==> config.mk <==
export PLATFORM = sky130hd
export DESIGN_NAME = lmr_decode
export DESIGN_NICKNAME = d
export VERILOG_FILES = /design/src/shared/lmr_pkg.sv /design/src/rtl/lmr_decode.sv
export VERILOG_INCLUDE_DIRS = /design/src /design/src/shared
export SDC_FILE = /design/constraint.sdc
export NUM_CORES = 1
export LEC_CHECK = 0
export BUFFER_PORTS_ARGS = -buffer_cell sky130_fd_sc_hd__buf_4
export CORE_UTILIZATION = 52
export CTS_CLUSTER_SIZE = 10
export DETAILED_ROUTE_END_ITERATION = 16
export GPL_TIMING_DRIVEN = 0
export PLACE_DENSITY = 0.91
export SLEW_MARGIN = 15
export SYNTH_ARGS = -nofsm -noshare
export SYNTH_HDL_FRONTEND = slang
export SYNTH_SLANG_ARGS = --single-unit
==> constraint.sdc <==
create_clock -name clk_sys_i -period 2.51 [get_ports clk_sys_i]
set_input_delay 0.1255 -clock clk_sys_i [delete_from_list [all_inputs] [get_ports clk_sys_i]]
set_output_delay 0.1255 -clock clk_sys_i [all_outputs]
set_load 0.02 [all_outputs]
==> src/shared/lmr_defines.svh <==
// Purpose: constants for the literal/move/return decoder
// Assumes: 12-bit instruction words, 8-bit data path
// Notes: definitions only
`ifndef LMR_DEFINES_SVH
`define LMR_DEFINES_SVH

// ----------------------------------------------------------------
// encodings and reset values
// ----------------------------------------------------------------
`define LMR_ENC_NOP 12'h000
`define LMR_ENC_CFG 12'h002
`define LMR_TOP_LIT_W 4'hC
`define LMR_TOP_RET_LIT 4'h8
`define LMR_STORE_HI 7'h01
`define LMR_RESET_WORK 8'h00
`define LMR_RESET_CFG 8'hFF

`endif

==> src/shared/lmr_pkg.sv <==
// Purpose: types for the literal/move/return decoder
// Assumes: nothing
// Notes: none
package lmr_pkg;
    typedef enum logic [2:0] {
        LMR_OP_NOP,
        LMR_OP_LIT_W,
        LMR_OP_STORE,
        LMR_OP_CFG,
        LMR_OP_RET,
        LMR_OP_OTHER
    } lmr_op_t;

    typedef enum logic {
        LMR_ST_EXEC,
        LMR_ST_FLUSH
    } lmr_state_t;

    typedef struct packed {
        logic valid;
        logic [4:0] addr;
        logic [7:0] data;
    } lmr_file_wr_t;

    typedef struct packed {
        logic load;
        logic [8:0] addr;
    } lmr_pc_load_t;

    typedef struct packed {
        lmr_state_t state;
        logic [7:0] work;
        logic [7:0] cfg;
        lmr_file_wr_t file_wr;
        lmr_pc_load_t pc_load;
        logic pop;
        logic done;
    } lmr_state_reg_t;
endpackage

==> src/rtl/lmr_decode.sv <==
// Purpose: decode and execute literal load, store, no-op, config load
//          and return-with-literal
// Assumes: instr_valid_i marks one instruction cycle per pulse
// Notes: status flags are never touched by this group
//
// Behaviour
// [RQ1] config-load copies work register, status unchanged
// [RQ2] return-with-literal loads literal into work register
// [RQ3] return-with-literal reloads pc from stack top
// [RQ4] return-with-literal takes two instruction cycles
// [RQ5] literal load, store, no-op: single cycle
`timescale 1ns/1ps
`include "lmr_defines.svh"

module lmr_decode #(
    parameter int PC_W = 9
) (
    input wire logic clk_sys_i,
    input wire logic reset_i,
    input wire logic instr_valid_i,
    input wire logic [11:0] instr_i,
    input wire logic [PC_W-1:0] stack_top_entry_i,
    output logic [7:0] work_o,
    output logic [7:0] cfg_o,
    output lmr_pkg::lmr_file_wr_t file_wr_o,
    output lmr_pkg::lmr_pc_load_t pc_load_o,
    output logic stack_pop_o,
    output logic flush_o,
    output logic busy_o,
    output logic done_o,
    output logic status_we_o
);

    lmr_pkg::lmr_state_reg_t st_ff;
    lmr_pkg::lmr_state_reg_t nxt_st;
    lmr_pkg::lmr_op_t op;

    // ------------------------------------------------------------
    // decode
    // ------------------------------------------------------------
    function automatic lmr_pkg::lmr_op_t decode_op(input logic [11:0] w);
        if (w == `LMR_ENC_NOP) begin
            return lmr_pkg::LMR_OP_NOP;
        end else if (w == `LMR_ENC_CFG) begin
            return lmr_pkg::LMR_OP_CFG;
        end else if (w[11:5] == `LMR_STORE_HI) begin
            return lmr_pkg::LMR_OP_STORE;
        end else if (w[11:8] == `LMR_TOP_LIT_W) begin
            return lmr_pkg::LMR_OP_LIT_W;
        end else if (w[11:8] == `LMR_TOP_RET_LIT) begin
            return lmr_pkg::LMR_OP_RET;
        end
        return lmr_pkg::LMR_OP_OTHER;
    endfunction

    // ------------------------------------------------------------
    // field helpers
    // ------------------------------------------------------------
    // literal field shared by literal load and return-with-literal
    function automatic logic [7:0] lit_of(input logic [11:0] w);
        return w[7:0];
    endfunction

    // file write request built from the word and the work register
    function automatic lmr_pkg::lmr_file_wr_t file_wr_of(
        input logic [11:0] w,
        input logic [7:0] data
    );
        lmr_pkg::lmr_file_wr_t f;
        f.valid = 1'b1;
        f.addr = w[4:0];
        f.data = data;
        return f;
    endfunction

    // pc reload request from the stack top, cut to the pc field width
    function automatic lmr_pkg::lmr_pc_load_t pc_load_of(
        input logic [PC_W-1:0] top
    );
        lmr_pkg::lmr_pc_load_t p;
        p.load = 1'b1;
        p.addr = 9'(top);
        return p;
    endfunction

    assign op = decode_op(instr_i);

    // ------------------------------------------------------------
    // next state
    // ------------------------------------------------------------
    always_comb begin
        nxt_st = st_ff;
        nxt_st.file_wr.valid = 1'b0;
        nxt_st.pc_load.load = 1'b0;
        nxt_st.pop = 1'b0;
        nxt_st.done = 1'b0;
        unique case (st_ff.state)
            lmr_pkg::LMR_ST_EXEC: begin
                if (instr_valid_i) begin
                    unique case (op)
                        lmr_pkg::LMR_OP_NOP: begin
                            nxt_st.done = 1'b1; // [RQ5]
                        end
                        lmr_pkg::LMR_OP_LIT_W: begin
                            nxt_st.work = lit_of(instr_i); // [RQ5]
                            nxt_st.done = 1'b1;
                        end
                        lmr_pkg::LMR_OP_STORE: begin
                            // [RQ5]
                            nxt_st.file_wr = file_wr_of(instr_i, st_ff.work);
                            nxt_st.done = 1'b1;
                        end
                        lmr_pkg::LMR_OP_CFG: begin
                            nxt_st.cfg = st_ff.work; // [RQ1]
                            nxt_st.done = 1'b1;
                        end
                        lmr_pkg::LMR_OP_RET: begin
                            nxt_st.work = lit_of(instr_i); // [RQ2]
                            // [RQ3]
                            nxt_st.pc_load = pc_load_of(stack_top_entry_i);
                            nxt_st.pop = 1'b1;
                            nxt_st.state = lmr_pkg::LMR_ST_FLUSH; // [RQ4]
                        end
                        lmr_pkg::LMR_OP_OTHER: begin
                        end
                    endcase
                end
            end
            lmr_pkg::LMR_ST_FLUSH: begin
                // second cycle: fetched word is discarded
                if (instr_valid_i) begin
                    nxt_st.state = lmr_pkg::LMR_ST_EXEC; // [RQ4]
                    nxt_st.done = 1'b1;
                end
            end
        endcase
    end

    // ------------------------------------------------------------
    // registers
    // ------------------------------------------------------------
    always_ff @(posedge clk_sys_i) begin
        if (reset_i) begin
            st_ff.state <= lmr_pkg::LMR_ST_EXEC;
            st_ff.work <= `LMR_RESET_WORK;
            st_ff.cfg <= `LMR_RESET_CFG;
            st_ff.file_wr <= '0;
            st_ff.pc_load <= '0;
            st_ff.pop <= 1'b0;
            st_ff.done <= 1'b0;
        end else begin
            st_ff <= nxt_st;
        end
    end

    assign work_o = st_ff.work;
    assign cfg_o = st_ff.cfg;
    assign file_wr_o = st_ff.file_wr;
    assign pc_load_o = st_ff.pc_load;
    assign stack_pop_o = st_ff.pop;
    assign flush_o = (st_ff.state == lmr_pkg::LMR_ST_FLUSH);
    assign busy_o = flush_o;
    assign done_o = st_ff.done;
    // none of these instructions write status
    assign status_we_o = 1'b0; // [RQ1] [RQ3] [RQ5]

endmodule

======== Word level (Yosys, flattened, before mapping) ========
Index checks and enable logic that the tools add are counted.
word-level totals
  register bits ........................... 43
  input port bits ......................... 24
  output and inout port bits .............. 45
  logic and storage cells ................. 51
cells by class
  equal/unequal tests ..................... 8
  multiplexer cells ....................... 22
  bitwise operators ....................... 2
  reductions and logical operators ........ 9
operators with widths
  cell                                                              number
  43-bit two-way mux                                                1
  3-bit two-way mux                                                 6
  8-bit two-way mux                                                 2
  14-bit two-way mux                                                1
  12-bit by 2-bit == test with 1-bit output, second input constant  1
  12-bit zero test                                                  1
  3-bit AND reduction                                               4
  11-bit two-way mux                                                1
  1-bit two-way mux                                                 9
  4-bit == test, second input constant                              2
  7-bit by 1-bit == test with 1-bit output, second input constant   1
  3-bit by 2-bit == test with 1-bit output, second input constant   2
  1-bit case mux with 2 select lines                                2
  4-bit OR reduction                                                1
  3-bit by 1-bit == test with 1-bit output, second input constant   1
  3-bit == test, second input constant                              1
  3-bit zero test                                                   1
  3-bit OR reduction                                                1
  1-bit inverter                                                    2
  2-bit OR reduction                                                1

======== Depth between registers and ports, before layout ========
  depth after elaboration ................. 12
  gate-level depth with buffers ........... 5
  gate-level depth less buffers ........... 3

======== Worst setup path after synthesis ========
Ideal clock, no wire load.
  path kind ............................... input -> register
  start point ............................. input instr_i[8]
  end point ............................... register st_ff (netlist bit file_wr_o[7])
  setup time .............................. 0.132 ns
  arrival time ............................ 1.157 ns
  required time ........................... 2.378 ns
  setup slack ............................. 1.220 ns
  cell stages on the path ................. 5
  buffers on the path ..................... 2
  cell sequence ........................... or4_1 buf_2 buf_6 o31ai_2 a21oi_1
between the ends
  longest elaborated chain between the ends .. 9
  elaborated cells on any way between the ends .. 17
  those cells by class .................... 5 x eq/ne; 10 x mux; 2 x reduce/logical
ends and longest elaborated chain
  item                                        RTL line           text
  start: declaration                          lmr_decode.sv:21   input wire logic [11:0] instr_i,
  4-bit == test (no line)                     -
  1-bit two-way mux                           lmr_decode.sv:50   end else if (w[11:8] == `LMR_TOP_RET_LIT) begin
  1-bit two-way mux                           lmr_decode.sv:48   end else if (w[11:8] == `LMR_TOP_LIT_W) begin
  1-bit two-way mux                           lmr_decode.sv:46   end else if (w[11:5] == `LMR_STORE_HI) begin
  1-bit two-way mux                           lmr_decode.sv:44   end else if (w == `LMR_ENC_CFG) begin
  1-bit two-way mux                           lmr_decode.sv:42   if (w == `LMR_ENC_NOP) begin
  3-bit two-way mux *                         lmr_decode.sv:53   return lmr_pkg::LMR_OP_OTHER;
  3-bit by 2-bit == test with 1-bit output *  lmr_decode.sv:100  unique case (op)
  3-bit AND reduction (no line) *             -
  end signal: assignment                      lmr_decode.sv:152  st_ff <= nxt_st;
  end: declaration                            lmr_decode.sv:34   lmr_pkg::lmr_state_reg_t st_ff;
Every way passes the cells marked *; elsewhere a longest branch is shown, timed or not.
A chain may end at the register's enable or synchronous reset.

======== Final worst setup path ========
  start point ............................. register st_ff (netlist bit busy_o)
  end point ............................... register st_ff (netlist bit file_wr_o[9])
between the ends
  longest elaborated chain between the ends .. 2
ends and longest elaborated chain
  item
  1-bit inverter (no line)
  3-bit AND reduction (no line)
Every way passes these cells.

==> impl_metrics.yaml <==
status:
  status: "completed"
power:
  seq_power_share: 0.597
  power_per_cell_area_nw_per_um2: 452
  switching_share: 0.265
  logic_gate_share_of_total_power: 0.131
  leakagePower_nw: 1.01
  internal_power_mw: 0.834
  tot_pwr_mw: 1.13
  psw_mw: 0.300
  worst_vdd_rail_ir_drop_mv: 0.327
  share_of_power_burned_in_the_clock_network: 0.272
clocking:
  clock_tree.root_cell: "sky130_fd_sc_hd__clkbuf_4"
  clk-insertion-delay-late_ns: 0.35
  cts.reportedPaths.clkPinSlew_ns: 0.11
  cts_max_level: 2
  cts_buffer_depth: 2
  post-cts-setup-buffer-count: 0
  tritoncts_num_sinks: 42
  clock_tree_from_tritoncts: "built"
  cts_made_buffers: 5
  cts_repair_resized_insts: 0
  post_cts_hold_buffer_count: 0
global_routing:
  first_global_vias: 1788
  pin_count_of_the_biggest_net_entering_global_routing: 12
  groute.usage.overall: 0.267
  global_route.overflow_total: 0
  antenna_found_initial: 0
  wire_length_of_the_first_global_routing_pass_um: 8410
timing:
  fin_setup_tns_ns: 0
  finalWorstPathRequiredPeriod_ns: 1.49
  final-hold-violation-count: 0
  fin_worst_skew_ns: 0.00831
  worst_slew_pin_slew_ns: 0.703
  setup_viol: 0
  report.final.slew_viol_count: 0
  fmax_mhz: 673
  grt_setup_unrepaired: "false"
  post_route_setup_slack_ns: 1.02
  period_share: 0.592
  worst_slew_margin_rel: 0.529
placement:
  dp_hpwl_um: 3680
  gp_congestion: 0.903
  numPortBuffers: 67
  post-place-ws_ns: 0.981
synthesis:
  synth-seq-cells: 42
  synthDominantAreaCellType: "sky130_fd_sc_hd__dfxtp_1"
  synth_edf_count: 0
  seq_area_frac_synth: 0.442
  yosys_warnings: 0
  postSynthCellCount: 205
  ys_async_sr_fraction: 0
  synthesis.nets: 229
  syn-mean-instance-area_um2: 9.28
  yosys.area.top_type_share: 0.442
  synthFlopType: "sky130_fd_sc_hd__dfxtp_1"
  yosys.cell_types.count: 32
  syn_area_um2: 1900
  netlist_top_cells_area: "sky130_fd_sc_hd__dfxtp_1 44%, sky130_fd_sc_hd__a21oi_1 8.7%, sky130_fd_sc_hd__o31ai_2 5.3%, sky130_fd_sc_hd__o31ai_1 5.1%, sky130_fd_sc_hd__nand4_1 4.6%"
setup_path:
  timing.setup.critical_path_class: "reg2reg"
  cp_data_required_time_ns: 2.79
  cp-start-kind: "register"
  arrival_ns: 1.76
  path_max_fanout: 10
  critPathCaptureType: "register"
cells_and_area:
  fillers: 283
  drive_gt1_frac: 0.348
  final_cell_mix: "71 x sky130_fd_sc_hd__buf_4, 42 x sky130_fd_sc_hd__dfxtp_1, 33 x sky130_fd_sc_hd__a21oi_1"
  antenna-diode-count: 0
  mostFrequentLayoutCell: "sky130_fd_sc_hd__buf_4"
  layout.nets: 303
  area_delta_synth_final_pct: 31.8
drt:
  ant_nets: 0
  detailed_route_vias_per_instance: 5.81
  drc_errors: 0
  first_iter_violations: 145
  post_drt_wl_per_cell_um: 15.7
  total_vias_in_the_final_route: 1888
  detailedRoute.firstPassIterationCount: 4
  finalWirelength_um: 5100
floorplanning:
  core_area_um2: 3420
  die_w_um: 62.5
  row_count: 21
  die_height_um: 62.5
  initial_core_util: 0.557
  die-area_um2: 3910
  ioPinCount: 69
worst_hold_path:
  hold_path_class: "in2reg"
flow_run:
  max-cap-violations: 0
logic make-up after synthesis:
logic type	after synthesis	synth area share
DFF	42	0.442
and+or+nand+nor	64	0.214
buffers and inverters	26	0.0736
muxes	8	0.0421
AOI/OAI and AO/OA	64	0.227
other	1	0.00197
final timing paths:
| path | start | endpoint | slack, ns | depth (start not counted) |
|---|---|---|---|---|
| worst min-delay path | stack_top_entry_i[8] | pc_load_o[8]$_SDFFE_PP0P_ | 0.04 | 3 |
| worst min register to register | pc_load_o[1]$_SDFFE_PP0P_ | pc_load_o[1]$_SDFFE_PP0P_ | 0.48 | 2 |
| worst max register to register | busy_o$_SDFF_PP0_ | file_wr_o[9]$_SDFFE_PP0P_ | 1.02 | 4 |
| worst max-delay path | busy_o$_SDFF_PP0_ | file_wr_o[9]$_SDFFE_PP0P_ | 1.02 | 4 |
power by group through the flow:
stage / clock, mW / combinational (mW) / sequential (mW)
6_report: 0.308 / 0.149 / 0.677
2_1_floorplan: 0 / 0.0709 / 0.697
4_1_cts: 0.310 / 0.147 / 0.676
3_5_place_dp: 0 / 0.146 / 0.691
5_1_grt: 0.341 / 0.159 / 0.677
3_3_place_gp: 0 / 0.143 / 0.691
per-stage QoR:
| stage | hold WS (ns) | cells | instance area (um^2) | util |
|---|---|---|---|---|
| floorplan | 0.255 | 205 | 1900 | - |
| global placement | 0.397 | 318 | 2460 | 0.721 |
| detailed placement | 0.401 | 318 | 2460 | 0.721 |
| CTS | 0.0352 | 325 | 2510 | 0.734 |
| global route | 0.0327 | 325 | 2510 | 0.734 |
| finish | 0.0352 | 325 | 2510 | 0.734 |
area by class of cell:
class | instances | area, um^2 | share of cell area
multi-input combinational | 137 | 922 | 0.368
sequential | 42 | 841 | 0.335
timing repair buffer | 67 | 503 | 0.200
buffer | 25 | 136 | 0.0544
tap | 46 | 57.6 | 0.0229
clock buffer | 7 | 45.0 | 0.0180
inverter | 1 | 3.75 | 0.00150
flip-flops by register name, indices dropped and copies added (netlist names):
register / cells
pc_load_o: 10
cfg_o: 8
busy_o: 1
done_o: 1
file_wr_o: 14
work_o: 8
routing by layer:
metal / wire [um] / vias up / share of wire / track usage
li1: - / 903 / - / -
met4: 102 / 0 / 0.020 / 0.102
met3: 283 / 10 / 0.056 / 0.0474
met1: 2200 / 896 / 0.43 / 0.345
met2: 2510 / 79 / 0.49 / 0.442
met5: 0 / - / 0 / 0
cells in the mapped netlist (3+ instances only):
library cell	count
sky130_fd_sc_hd__nand4_1	14
sky130_fd_sc_hd__buf_2	4
sky130_fd_sc_hd__dfxtp_1	42
sky130_fd_sc_hd__mux2i_1	8
sky130_fd_sc_hd__nand3_1	9
sky130_fd_sc_hd__clkbuf_1	13
sky130_fd_sc_hd__nor2_1	18
sky130_fd_sc_hd__o31ai_1	13
sky130_fd_sc_hd__o21ai_0	8
sky130_fd_sc_hd__nand4b_1	8
sky130_fd_sc_hd__o31ai_2	8
sky130_fd_sc_hd__buf_4	4
sky130_fd_sc_hd__nand2b_1	3
sky130_fd_sc_hd__buf_6	3
sky130_fd_sc_hd__a21oi_1	33
worst max-delay path: stages, from the launching register on:
cell                       delay, ns
sky130_fd_sc_hd__dfxtp_1        0.38
sky130_fd_sc_hd__nor2b_1        0.26
sky130_fd_sc_hd__clkbuf_1       0.44
sky130_fd_sc_hd__nand4_1        0.18
sky130_fd_sc_hd__a21oi_1        0.16
Power figures use the tool's default switching activity.
